==> src/shared/agsc_pkg.sv <==
package agsc_pkg;

   // ******************************************************************
   // Widths and fixed register indices.
   // ******************************************************************
   localparam int unsigned DATA_W = 16;  // Data word and address width.
   localparam int unsigned SEL_W = 4;  // Working register select width.
   localparam int unsigned NREGS = 16;  // Number of working registers.
   localparam int unsigned NEAR_W = 13;  // Direct address field width.
   localparam int unsigned LIT_W = 10;  // Widest short literal.
   localparam int unsigned LIT5_W = 5;  // Narrow literal width.
   localparam int unsigned PC_W = 23;  // Program counter width.
   localparam int unsigned PC_HI_W = 7;  // Upper program counter part.
   localparam int unsigned BYTE_W = 8;  // Status low byte width.
   localparam int unsigned MODE_W = 3;  // Addressing mode code width.

   localparam logic [SEL_W-1:0] SP_IDX = 4'hF;  // Stack pointer register.
   localparam logic [SEL_W-1:0] DEFAULT_WORKING_REGISTER_IDX = 4'h0;  // Default working register.

   // ******************************************************************
   // Stack constants.
   // ******************************************************************
   localparam logic [DATA_W-1:0] STK_STEP = 16'h0002;  // One word in bytes.
   localparam logic [DATA_W-1:0] STK_FLOOR = 16'h0800;  // Lowest legal stack address.
   localparam logic [DATA_W-1:0] WORD_MASK = 16'hFFFE;  // Clears the byte bit.
   localparam logic [DATA_W-1:0] REG_RST = 16'h0000;  // Working register reset value.

   // ******************************************************************
   // Secure RAM windows (placement of the protected segments).
   // ******************************************************************
   localparam logic [DATA_W-1:0] BOOT_RAM_LO = 16'h0800;  // Boot segment first byte.
   localparam logic [DATA_W-1:0] BOOT_RAM_HI = 16'h08FF;  // Boot segment last byte.
   localparam logic [DATA_W-1:0] SEC_RAM_LO = 16'h0900;  // Secure segment first byte.
   localparam logic [DATA_W-1:0] SEC_RAM_HI = 16'h09FF;  // Secure segment last byte.

   // ******************************************************************
   // Addressing modes and sequencer states.
   // ******************************************************************
   typedef enum logic [MODE_W-1:0] {
      AM_FILE = 3'h0,
      AM_REG_DIRECT = 3'h1,
      AM_INDIRECT = 3'h2,
      AM_POST_MOD = 3'h3,
      AM_PRE_MOD = 3'h4,
      AM_INDEXED = 3'h5,
      AM_LIT_OFS = 3'h6,
      AM_LITERAL = 3'h7
   } agsc_mode_t;

   typedef enum logic [1:0] {
      ST_IDLE = 2'b01,
      ST_SECOND = 2'b10
   } agsc_state_t;

endpackage : agsc_pkg

==> src/core/agsc_stack_check.sv <==
// Compares one stack-pointer based address against the limit and the floor.
module agsc_stack_check
   import agsc_pkg::*;
(
   input wire logic [DATA_W-1:0] addr,
   input wire logic [DATA_W-1:0] limit,
   input wire logic uses_sp,
   output logic overflow,
   output logic underflow
);

   // ******************************************************************
   // Limit comparison.
   // ******************************************************************
   // An address equal to the limit is still legal, so only strictly
   // greater addresses overflow.
   always_comb begin
      overflow = uses_sp && (addr > limit);
      underflow = uses_sp && (addr < STK_FLOOR);
   end

endmodule : agsc_stack_check

==> src/core/agsc_ram_guard.sv <==
// Blocks access to a protected RAM window unless code runs from its segment.
module agsc_ram_guard
   import agsc_pkg::*;
(
   input wire logic [DATA_W-1:0] addr,
   input wire logic access,
   input wire logic boot_secure_ram_en,
   input wire logic secure_segment_ram_en,
   input wire logic exec_in_boot,
   input wire logic exec_in_secure,
   output logic deny
);

   logic in_boot;  // Address falls into the boot window.
   logic in_sec;  // Address falls into the secure window.

   // ******************************************************************
   // Window decode.
   // ******************************************************************
   // Both windows are closed only while their enable is set.
   always_comb begin
      in_boot = (addr >= BOOT_RAM_LO) && (addr <= BOOT_RAM_HI);
      in_sec = (addr >= SEC_RAM_LO) && (addr <= SEC_RAM_HI);
      deny = access && ((boot_secure_ram_en && in_boot && !exec_in_boot)
         || (secure_segment_ram_en && in_sec && !exec_in_secure));
   end

endmodule : agsc_ram_guard

==> src/core/agsc_top.sv <==
// Operation
// - Stack pointer holds next free word, grows upward.
// - Push writes then increments; pop decrements then reads.
// - Call pushes upper PC with MSb cleared.
// - Exception push adds status low byte.
// - Stack limit has no reset value.
// - Stack limit bit zero always reads zero.
// - Every stack pointer address checked against limit.
// - Push at limit passes, next push traps.
// - Stack address below floor raises trap.
// - Boot secure RAM only from boot code.
// - Secure segment RAM only from secure code.
// - Direct field reaches near space only.
// - File ops default to working register zero.
// - Move reaches the whole data space.
// - Three-operand: register first, register/memory/literal second.
// - Modes include direct, indirect, modified, literals.
// - Direct uses given address; indirect uses pointer.
// - Post-modify uses pointer, then adjusts it.
// - Pre-modify adjusts pointer, then uses it.
// - Indexed adds pointer and base register.
// - Literal offset adds pointer and literal.
module agsc_top
   import agsc_pkg::*;
(
   input wire logic core_clk,
   input wire logic reset,
   // Addressing request from instruction decode.
   input wire logic req_valid,
   input wire logic [MODE_W-1:0] req_mode,
   input wire logic [SEL_W-1:0] req_ptr,
   input wire logic [SEL_W-1:0] req_base,
   input wire logic [DATA_W-1:0] req_file_addr,
   input wire logic req_is_move,
   input wire logic req_is_write,
   input wire logic [DATA_W-1:0] req_offset,
   input wire logic [LIT_W-1:0] req_lit,
   input wire logic req_lit_wide,
   input wire logic req_dest_default_working_register,
   input wire logic req_is_mul,
   input wire logic [SEL_W-1:0] req_mul_dest,
   // Stack requests.
   input wire logic stk_push,
   input wire logic [DATA_W-1:0] stk_data,
   input wire logic stk_pop,
   input wire logic pc_push,
   input wire logic pc_push_exc,
   input wire logic [PC_W-1:0] pc_value,
   input wire logic [BYTE_W-1:0] status_low_byte,
   // Writeback from execute.
   input wire logic wr_en,
   input wire logic [SEL_W-1:0] wr_sel,
   input wire logic [DATA_W-1:0] wr_data,
   input wire logic lim_wr,
   input wire logic [DATA_W-1:0] lim_data,
   // Secure RAM controls.
   input wire logic boot_secure_ram_en,
   input wire logic secure_segment_ram_en,
   input wire logic exec_in_boot,
   input wire logic exec_in_secure,
   // Results.
   output logic [DATA_W-1:0] mem_addr,
   output logic mem_rd,
   output logic mem_wr,
   output logic [DATA_W-1:0] mem_wdata,
   output logic [DATA_W-1:0] op1_data,
   output logic [DATA_W-1:0] op2_data,
   output logic [SEL_W-1:0] dest_sel,
   output logic stack_err_trap,
   output logic access_denied,
   output logic busy,
   output logic [DATA_W-1:0] stack_ptr_reg,
   output logic [DATA_W-1:0] stack_limit_reg
);

   // ******************************************************************
   // State.
   // ******************************************************************
   typedef struct packed {
      logic [NREGS-1:0][DATA_W-1:0] default_working_register;  // Working registers.
      agsc_state_t fsm;  // Push sequencer.
      logic [DATA_W-1:0] hold;  // Second word of a PC push.
      logic [DATA_W-1:0] mem_addr;
      logic mem_rd;
      logic mem_wr;
      logic [DATA_W-1:0] mem_wdata;
      logic [DATA_W-1:0] op1;
      logic [DATA_W-1:0] op2;
      logic [SEL_W-1:0] dest;
      logic trap;
      logic denied;
   } agsc_st_t;

   agsc_st_t st;  // Registered state.
   agsc_st_t next_st;  // Next state.
   logic [DATA_W-1:0] lim;  // Limit register, kept apart since it has no reset.
   logic [DATA_W-1:0] next_lim;  // Next limit value.

   agsc_mode_t mode;  // Decoded addressing mode.
   logic [DATA_W-1:0] sp;  // Current stack pointer.
   logic [DATA_W-1:0] ptr_val;  // Selected pointer register.
   logic [DATA_W-1:0] ea;  // Effective address being checked.
   logic [DATA_W-1:0] ptr_new;  // Pointer value after modification.
   logic ptr_wb;  // Pointer is written back.
   logic uses_sp;  // Address was formed from the stack pointer.
   logic mem_access;  // Request touches data memory.
   logic ovf;  // Stack limit exceeded.
   logic udf;  // Stack below the floor.
   logic deny;  // Secure window refused.
   logic push_any;  // Any push wants the idle sequencer.

   assign mode = agsc_mode_t'(req_mode);
   assign sp = st.default_working_register[SP_IDX];
   assign ptr_val = st.default_working_register[req_ptr];
   assign push_any = stk_push || pc_push;

   // ******************************************************************
   // Effective address formation.
   // ******************************************************************
   // Stack traffic has priority over the addressing request, and the
   // second word of a PC push owns the cycle after the first.
   always_comb begin
      ea = sp;
      ptr_new = ptr_val;
      ptr_wb = 1'b0;
      uses_sp = 1'b0;
      mem_access = 1'b0;
      if (st.fsm == ST_SECOND || (st.fsm == ST_IDLE && push_any)) begin
         ea = sp;
         uses_sp = 1'b1;
         mem_access = 1'b1;
      end else if (stk_pop) begin
         ea = sp - STK_STEP;
         uses_sp = 1'b1;
         mem_access = 1'b1;
      end else if (req_valid) begin
         mem_access = (mode != AM_REG_DIRECT) && (mode != AM_LITERAL);
         uses_sp = (req_ptr == SP_IDX) && mem_access && (mode != AM_FILE);
         unique case (mode)
            AM_FILE: begin
               // Only the move form reaches past the near space.
               if (req_is_move) begin
                  ea = req_file_addr;
               end else begin
                  ea = {{(DATA_W-NEAR_W){1'b0}}, req_file_addr[NEAR_W-1:0]};
               end
            end
            AM_INDIRECT: begin
               ea = ptr_val;
            end
            AM_POST_MOD: begin
               ea = ptr_val;
               ptr_new = ptr_val + req_offset;
               ptr_wb = 1'b1;
            end
            AM_PRE_MOD: begin
               ptr_new = ptr_val + req_offset;
               ea = ptr_new;
               ptr_wb = 1'b1;
            end
            AM_INDEXED: begin
               ea = ptr_val + st.default_working_register[req_base];
            end
            AM_LIT_OFS: begin
               ea = ptr_val + req_offset;
            end
            AM_REG_DIRECT, AM_LITERAL: begin
               ea = sp;
            end
         endcase
      end
   end

   agsc_stack_check u_stack_check (
      .addr(ea),
      .limit(lim),
      .uses_sp(uses_sp),
      .overflow(ovf),
      .underflow(udf)
   );

   agsc_ram_guard u_ram_guard (
      .addr(ea),
      .access(mem_access),
      .boot_secure_ram_en(boot_secure_ram_en),
      .secure_segment_ram_en(secure_segment_ram_en),
      .exec_in_boot(exec_in_boot),
      .exec_in_secure(exec_in_secure),
      .deny(deny)
   );

   // ******************************************************************
   // Next state.
   // ******************************************************************
   // A trapped or refused access leaves memory and pointers untouched,
   // so the handler sees the stack exactly as it was before the fault.
   always_comb begin
      next_st = st;
      next_st.mem_rd = 1'b0;
      next_st.mem_wr = 1'b0;
      next_st.trap = 1'b0;
      next_st.denied = 1'b0;
      // Execute writeback is overridden by a same-cycle pointer update.
      if (wr_en) begin
         next_st.default_working_register[wr_sel] = wr_data;
      end
      unique case (st.fsm)
         ST_IDLE: begin
            if (push_any || stk_pop || req_valid) begin
               next_st.mem_addr = ea;
            end
            if (push_any || stk_pop) begin
               if (ovf || udf) begin
                  next_st.trap = 1'b1;
               end else if (deny) begin
                  next_st.denied = 1'b1;
               end else if (push_any) begin
                  next_st.mem_wr = 1'b1;
                  next_st.mem_wdata = pc_push ? pc_value[DATA_W-1:0] : stk_data;
                  next_st.default_working_register[SP_IDX] = sp + STK_STEP;
                  if (pc_push) begin
                     next_st.fsm = ST_SECOND;
                     if (pc_push_exc) begin
                        next_st.hold = {status_low_byte,
                           {(BYTE_W-PC_HI_W){1'b0}}, pc_value[PC_W-1:DATA_W]};
                     end else begin
                        next_st.hold = {{(DATA_W-PC_HI_W){1'b0}},
                           pc_value[PC_W-1:DATA_W]};
                     end
                  end
               end else begin
                  next_st.mem_rd = 1'b1;
                  next_st.default_working_register[SP_IDX] = ea;
               end
            end else if (req_valid) begin
               // Three-operand source one is always a plain register.
               next_st.op1 = st.default_working_register[req_base];
               if (mode == AM_REG_DIRECT) begin
                  next_st.op2 = ptr_val;
               end else if (req_lit_wide) begin
                  next_st.op2 = {{(DATA_W-LIT_W){1'b0}}, req_lit};
               end else begin
                  next_st.op2 = {{(DATA_W-LIT5_W){1'b0}}, req_lit[LIT5_W-1:0]};
               end
               // File operations default to register zero, multiply names its own.
               if (req_dest_default_working_register) begin
                  next_st.dest = req_is_mul ? req_mul_dest : DEFAULT_WORKING_REGISTER_IDX;
               end else begin
                  next_st.dest = req_ptr;
               end
               if (ovf || udf) begin
                  next_st.trap = 1'b1;
               end else if (deny) begin
                  next_st.denied = 1'b1;
               end else begin
                  next_st.mem_rd = mem_access && !req_is_write;
                  next_st.mem_wr = mem_access && req_is_write;
                  if (ptr_wb) begin
                     next_st.default_working_register[req_ptr] = ptr_new;
                  end
               end
            end
         end
         ST_SECOND: begin
            next_st.mem_addr = ea;
            next_st.fsm = ST_IDLE;
            if (ovf || udf) begin
               next_st.trap = 1'b1;
            end else if (deny) begin
               next_st.denied = 1'b1;
            end else begin
               next_st.mem_wr = 1'b1;
               next_st.mem_wdata = st.hold;
               next_st.default_working_register[SP_IDX] = sp + STK_STEP;
            end
         end
      endcase
   end

   // ******************************************************************
   // Registers.
   // ******************************************************************
   always_ff @(posedge core_clk or posedge reset) begin
      if (reset) begin
         st <= '{fsm: ST_IDLE, default: '0};  // Sequencer idles, all else clears.
      end else begin
         st <= next_st;
      end
   end

   // The limit is left unreset on purpose; bit zero is forced clear so
   // that no odd boundary can ever be stored.
   always_comb begin
      next_lim = lim;
      if (lim_wr) begin
         next_lim = lim_data & WORD_MASK;
      end
   end

   always_ff @(posedge core_clk) begin
      lim <= next_lim;
   end

   // A stack read issued in the same cycle as a limit write still compares with
   // the old limit; software is expected not to do that.
   assign mem_addr = st.mem_addr;
   assign mem_rd = st.mem_rd;
   assign mem_wr = st.mem_wr;
   assign mem_wdata = st.mem_wdata;
   assign op1_data = st.op1;
   assign op2_data = st.op2;
   assign dest_sel = st.dest;
   assign stack_err_trap = st.trap;
   assign access_denied = st.denied;
   assign busy = (st.fsm == ST_SECOND);
   assign stack_ptr_reg = st.default_working_register[SP_IDX];
   assign stack_limit_reg = lim;
endmodule : agsc_top

==> config.mk <==
export PLATFORM = sky130hd
export DESIGN_NAME = agsc_top
export DESIGN_NICKNAME = d
export VERILOG_FILES = /design/src/shared/agsc_pkg.sv /design/src/core/agsc_stack_check.sv /design/src/core/agsc_ram_guard.sv /design/src/core/agsc_top.sv
export SDC_FILE = /design/constraint.sdc
export NUM_CORES = 1
export LEC_CHECK = 0
export BUFFER_PORTS_ARGS = -buffer_cell sky130_fd_sc_hd__buf_2
export CAP_MARGIN = 20
export CORE_MARGIN = 3
export CORE_UTILIZATION = 39
export CTS_BUF_LIST = sky130_fd_sc_hd__clkbuf_2
export DETAILED_ROUTE_END_ITERATION = 7
export PLACE_DENSITY = 0.64
export SYNTH_ARGS = -nofsm -noshare
export SYNTH_HDL_FRONTEND = slang
export SYNTH_SLANG_ARGS = --single-unit
==> constraint.sdc <==
create_clock -name core_clk -period 20.2 [get_ports core_clk]
set_clock_uncertainty 0.15 [all_clocks]
set_input_delay 4.04 -clock core_clk [delete_from_list [all_inputs] [get_ports core_clk]]
set_output_delay 4.04 -clock core_clk [all_outputs]
set_load 0.01 [all_outputs]
==> Yosys cells after proc, flatten, opt, wreduce, memory -nomap -nowiden <==
Cells that the tools add are included.
{ "op_classes": {"n_reduce_logical": 36, "add_sub_neg": 4, "n_eq_ne": 20, "mux": 76, "bitwise_logic": 3, "magnitude_cmp": 11} }
{ "op_table": {"columns": ["operator", "count"], "rows": [
  ["two-way mux 256 bit", 5],
  ["bitwise mux 256 bit", 2],
  ["two-way mux 240 bit", 2],
  ["two-way mux 16 bit", 23],
  ["binary-select mux 16 bit (select 4 bit)", 2],
  ["demux 16 bit (select 4 bit)", 2],
  ["two-way mux 18 bit", 7],
  ["case mux 16 bit (5 select lines)", 1],
  ["case mux 16 bit (2 select lines)", 2],
  ["two-way mux 17 bit", 3],
  ["case mux 17 bit (2 select lines)", 1],
  ["adder 16 bit", 2],
  [">= comparator 16 x 12 -> 1 bit (second input constant)", 2],
  ["<= comparator 16 x 12 -> 1 bit (second input constant)", 2],
  ["logical AND 1 bit", 17],
  ["adder 16 x 2 -> 16 bit (second input constant)", 1],
  ["greater-than comparator 16 bit", 1],
  ["< comparator 16 x 12 -> 1 bit (second input constant)", 1],
  ["subtractor 16 x 2 -> 16 bit (second input constant)", 1],
  ["< comparator 4 x 5 -> 1 bit (second input constant)", 3],
  ["two-way mux 1 bit", 15],
  ["== test 3 bit (second input constant)", 4],
  ["two-way mux 2 bit", 6],
  ["!= test 2 bit (second input constant)", 6],
  ["21 further kinds", 39]
]} }
{ "totals": {"out_inout_bits": 105, "elab_cells": 178, "ff_bits": 361, "in_bits": 158} }

==> Longest topological paths before layout <==
{ "depth": {"depth_word": 18, "ltp_mapped": 30, "depth_no_buf": 24} }

==> Cells and area by module <==
From an unflattened synthesis, not the netlist that was laid out.
{ "unflattened": {"hier_cells": 2531, "hier_area_um2": 25276.7} }
{ "modules_own_cells": {"columns": ["module", "instances", "area_per_inst_um2", "seq_area_each_um2", "cells_each"], "rows": [
  ["agsc_top", 1, 24816.3, 9085.0, 2467],
  ["agsc_stack_check", 1, 412.9, 0.0, 59],
  ["agsc_ram_guard", 1, 47.5, 0.0, 5]
]} }

==> Worst setup path after synthesis <==
Ideal clock, no wire load.
{ "synth_timing": {"path_kind": "input -> register", "from": "input port req_ptr[0]", "to": "register st[232] in the netlist's numbering", "setup_slack_ps": 8857, "required_ps": 19913, "path_buffers": 8, "path_stages": 28, "setup_ps": 137, "t_arrival_ps": 11057, "cell_sequence": "buf_6 > buf_4 > buf_2 > buf_1 > mux4_2 > mux4_2 > ha_1 > a21oi_1 > or3_1 > o211ai_1 > o21ai_0 > and4_1 > or3b_1 > o21ai_2 > inv_2 > buf_2 > clkbuf_1 > ha_1 > nand4_1 > nor3_1 > nand3_1 > o211ai_2 > a21oi_2 > nor4_4 > buf_8 > o311ai_4 > buf_6 > mux2i_1"} }
{ "synth_rtl": {"columns": ["item", "line", "text"], "rows": [
  ["from (decl)", "agsc_top.sv:31", "input wire logic [SEL_W-1:0] req_ptr,"],
  ["to (signal assigned)", "agsc_top.sv:287", "st <= next_st;"],
  ["to (decl)", "agsc_top.sv:94", "agsc_st_t st;"]
]} }

==> impl_metrics.prom <==
# TYPE chip_impl_metric gauge
chip_impl_metric{name="synth_edf_count",unit=""} 15
chip_impl_metric{name="drt-vias-per-instance",unit=""} 6.29
chip_impl_metric{name="synth-compound-area-share",unit="%"} 12.0
chip_impl_metric{name="hold_buffers",unit=""} 0
chip_impl_metric{name="max_stage_delay",unit="ps"} 940
chip_impl_metric{name="synthMuxAreaShare",unit="%"} 34.9
chip_impl_metric{name="cts_made_buffers",unit=""} 102
chip_impl_metric{name="cp.arrival",unit="ps"} 12320
chip_impl_info{name="mostFrequentLayoutCell",value="mux2i_1"} 1
chip_impl_info{name="critical_r2r_capture",value="st[167]"} 1
chip_impl_metric{name="minimum_clock_period_after_layout",unit="ps"} 11580
chip_impl_metric{name="total_leakage_power",unit="uW"} 0.0139
chip_impl_metric{name="synthesis.area_per_instance",unit="um2"} 11.2
chip_impl_info{name="worstHoldPathType",value="reg2reg"} 1
chip_impl_metric{name="clk_transition_reported_paths",unit="ps"} 90
chip_impl_metric{name="drt_first_iter_violations",unit=""} 2653
chip_impl_metric{name="gp_congestion",unit=""} 0.926
chip_impl_metric{name="worstRegToRegCells",unit=""} 21
chip_impl_metric{name="antenna_found_initial",unit=""} 8
chip_impl_metric{name="detail_route.wirelength",unit="mm"} 95.6
chip_impl_metric{name="core.rowCount",unit=""} 94
chip_impl_metric{name="timing.setup.tns",unit="ps"} 0
chip_impl_metric{name="yosysSeqAreaShare",unit="%"} 34.8
chip_impl_info{name="grt_setup_unrepaired",value="false"} 1
chip_impl_info{name="worst-setup-path-type",value="in2reg"} 1
chip_impl_metric{name="report.final.hold_viol_count",unit=""} 0
chip_impl_metric{name="maximum_fanout_along_the_worst_path",unit=""} 41
chip_impl_metric{name="largest_register_ffs",unit=""} 257
chip_impl_info{name="routed.top_layer",value="met4"} 1
chip_impl_info{name="cp_top_family",value="buffers and inverters"} 1
chip_impl_metric{name="floorplan.initialDensity",unit="%"} 39.5
chip_impl_info{name="hold_path.startpoint",value="op2_data[2]"} 1
chip_impl_metric{name="number_of_h_tree_branching_levels",unit=""} 3
chip_impl_metric{name="insertion_delay",unit="ps"} 1210
chip_impl_metric{name="grt_first_pass_wirelength",unit="mm"} 141
chip_impl_info{name="worst_path_most_repeated_cell",value="buf_4"} 1
chip_impl_metric{name="postCtsSetupRepairBufs",unit=""} 0
chip_impl_metric{name="floorplan.die.height",unit="um"} 265
chip_impl_metric{name="globalRouteTotalUtil",unit="%"} 26.7
chip_impl_metric{name="num-fill-cells",unit=""} 6243
chip_impl_metric{name="timing.max_slew.rel_slack",unit="%"} 19.6
chip_impl_metric{name="post_cts_resize_count",unit=""} 0
chip_impl_metric{name="netlist.area_leader.share",unit="%"} 32.9
chip_impl_metric{name="synth_fp_nets",unit=""} 2535
chip_impl_info{name="tritoncts",value="done"} 1
chip_impl_metric{name="syn_inst",unit=""} 2328
chip_impl_info{name="run_status",value="finished, final reports clean"} 1
chip_impl_info{name="whs_endpoint",value="op2_data[2]"} 1
chip_impl_info{name="critPathLaunchType",value="primary input"} 1
chip_impl_metric{name="hold_ws",unit="ps"} 328
chip_impl_info{name="netlist_top_cells_area",value="dfrtp_1 33%, mux2i_1 20%, mux4_2 13%"} 1
chip_impl_metric{name="timing.critical_path.depth",unit=""} 26
chip_impl_metric{name="post_route_cells_drive_above_1_share",unit="%"} 29.3
chip_impl_metric{name="final_max_slew_viol_count",unit=""} 0
chip_impl_metric{name="ir_worst_vdd",unit="V"} 0.0000608
chip_impl_info{name="synth_flop_cell",value="dfrtp_1"} 1
chip_impl_metric{name="drc_errors",unit=""} 0
chip_impl_info{name="crit-reg2reg-launch",value="stack_ptr_reg[5]"} 1
chip_impl_metric{name="ys_async_sr_fraction",unit="%"} 95.8
chip_impl_info{name="cpMaxStageDelayCell",value="a2111oi_0"} 1
chip_impl_metric{name="met3_length",unit="mm"} 8.99
chip_impl_metric{name="worst_pin_slew",unit="ps"} 1180
chip_impl_metric{name="grt_max_degree",unit=""} 142
chip_impl_metric{name="vias_in_the_first_global_route",unit=""} 21837
chip_impl_metric{name="power.density_cell_area",unit="nW/um2"} 116
chip_impl_info{name="cts.root.buffer_cell",value="clkbuf_2"} 1
chip_impl_metric{name="cp_data_required_time",unit="ps"} 20940
chip_impl_metric{name="yosys.area_share.xor_xnor",unit="%"} 1.11
chip_impl_metric{name="wire_per_inst",unit="um"} 27.9
chip_impl_metric{name="timing.critical_path.buf_inv",unit=""} 6
chip_impl_metric{name="synth-simple-area-share",unit="%"} 7.93
chip_impl_metric{name="synth.distinct_cells",unit=""} 87
chip_impl_metric{name="yosysWarningCount",unit=""} 0
chip_impl_metric{name="drtAntennaViolNets",unit=""} 0
chip_impl_metric{name="synth_seq_cells",unit=""} 360
chip_impl_metric{name="die_area",unit="um2"} 70200
chip_impl_metric{name="maxCapViolations",unit=""} 0
chip_impl_metric{name="placement.io_buffers",unit=""} 260
chip_impl_metric{name="min_path_cells",unit=""} 2
chip_impl_info{name="crit_path_capture_type",value="flop"} 1
chip_impl_metric{name="number_of_buffers_between_clock_root_and_the_deepest_sink",unit=""} 3
chip_impl_info{name="main_combinational_cell_family_by_area_after_synthesis",value="multiplexers"} 1
chip_impl_metric{name="setup_ws",unit="ps"} 8620
chip_impl_metric{name="core-area",unit="um2"} 66100
chip_impl_metric{name="place_worst_setup_slack",unit="ps"} 7620
chip_impl_metric{name="dr.pass1.iters",unit=""} 6
chip_impl_metric{name="report.final.setup_viol",unit=""} 0
chip_impl_metric{name="io-pin-count",unit=""} 263
chip_impl_metric{name="cts.sink_count",unit=""} 360
chip_impl_metric{name="syn2layout_area_growth",unit="%"} 9.76
chip_impl_metric{name="post-dp-hpwl",unit="mm"} 64.9
chip_impl_metric{name="postLayoutCoreUtil",unit="%"} 43.4
chip_impl_metric{name="routed-wl-met2",unit="mm"} 44.3
chip_impl_metric{name="global_route.overflow_total",unit=""} 0
chip_impl_metric{name="die_w",unit="um"} 265
chip_impl_info{name="most-common-layout-cells",value="518 x mux2i_1, 344 x dfrtp_1, 258 x buf_2"} 1
chip_impl_metric{name="wl_met1",unit="mm"} 38.7
chip_impl_info{name="synth_area_leader_cell",value="dfrtp_1"} 1
chip_impl_info{name="regMostFlops",value="st"} 1
chip_impl_metric{name="total_power",unit="uW"} 3340
chip_impl_metric{name="mappedNetlistArea",unit="um2"} 26100
chip_impl_metric{name="rrSetupSlack",unit="ps"} 12410
chip_impl_metric{name="dr_total_vias",unit=""} 21559
chip_impl_metric{name="post_synth_fa_ha_maj_area_fraction",unit="%"} 2.40
chip_impl_metric{name="design.final.nets",unit=""} 2690
chip_impl_metric{name="timing.fmax",unit="MHz"} 86.4
chip_impl_metric{name="timing.final.crit_share",unit="%"} 57.3
[power breakdown]
group          switching, uW  internal, uW
combinational           1010           658
sequential               185           933
clock                    341           213
[cell usage after synthesis, types with 7 or more instances]
cell type / number
and3_1: 14
buf_4: 94
mux2_2: 42
a32o_1: 8
o22ai_1: 7
inv_1: 54
a2bb2oi_1: 9
nor2_1: 118
clkbuf_1: 147
o221ai_1: 8
o31ai_1: 28
a221oi_1: 23
a22o_1: 11
or3_1: 12
o21ai_0: 66
o21a_1: 9
a211oi_1: 16
buf_2: 10
nor4_1: 11
a21oi_1: 64
xor2_1: 11
buf_6: 14
buf_1: 24
dfrtp_1: 344
a31oi_1: 18
o311ai_4: 15
a22oi_1: 21
nor2b_1: 22
a21o_1: 16
nand2_1: 83
o211ai_1: 26
nand4_1: 29
mux2i_1: 523
nand3_1: 33
nand2b_1: 22
mux4_2: 152
ha_1: 47
nor3_1: 39
o31a_1: 8
xnor2_1: 22
edfxtp_1: 15
[worst max-delay path by stage]
stage,start,to,slack (ps)
after floorplan,reset,access_denied,6450
after global placement,req_ptr[0],st[220],7450
after detailed placement,req_ptr[0],st[100],7620
after CTS,req_ptr[0],st[295],8840
after global routing,req_ptr[0],st[231],8300
final,req_ptr[0],st[167],8620
[worst min-delay path: cells and delay by family (launching register included)]
kind / cells / cell delay (ps)
flip-flops: 1 / 340
AO/OA/AOI/OAI: 1 / 60
AND/OR/NAND/NOR: 1 / 50
[kinds of logic (layout without fill, tap and decap cells)]
kind of cell | count (synthesis) | after routing
mux | 717 | 717
fa+ha+maj | 49 | 49
compound gates | 405 | 405
flops | 360 | 360
other cells | 1 | 12
xor+xnor | 33 | 33
simple gates | 416 | 416
buf+inv | 347 | 574
[routing by layer]
layer	vias up	global-route usage, %
met3	257	6.76
met5	-	0
met4	0	11.1
met1	10841	34.7
met2	1281	42.7
li1	9180	-
[layout make-up]
type                    instances  area (um2)  share of cell area, %
diodes                         11        27.5                 0.0960
clock buffers                 148         741                   2.58
clock inverters                28         165                  0.576
inverters                      57         221                  0.772
multi-input cells            1621       15400                   53.7
flip-flops and latches        360        9080                   31.7
well taps                     864        1080                   3.77
repair buffers                341        1970                   6.87
[metrics by stage]
stage / cell area (um2) / instances
after CTS: 28600 / 3414
after detailed placement: 27700 / 3238
after floorplan: 26100 / 2328
after global placement: 27600 / 3234
final: 28700 / 3430
after global routing: 28700 / 3426
Power figures use the tool's default switching activity.
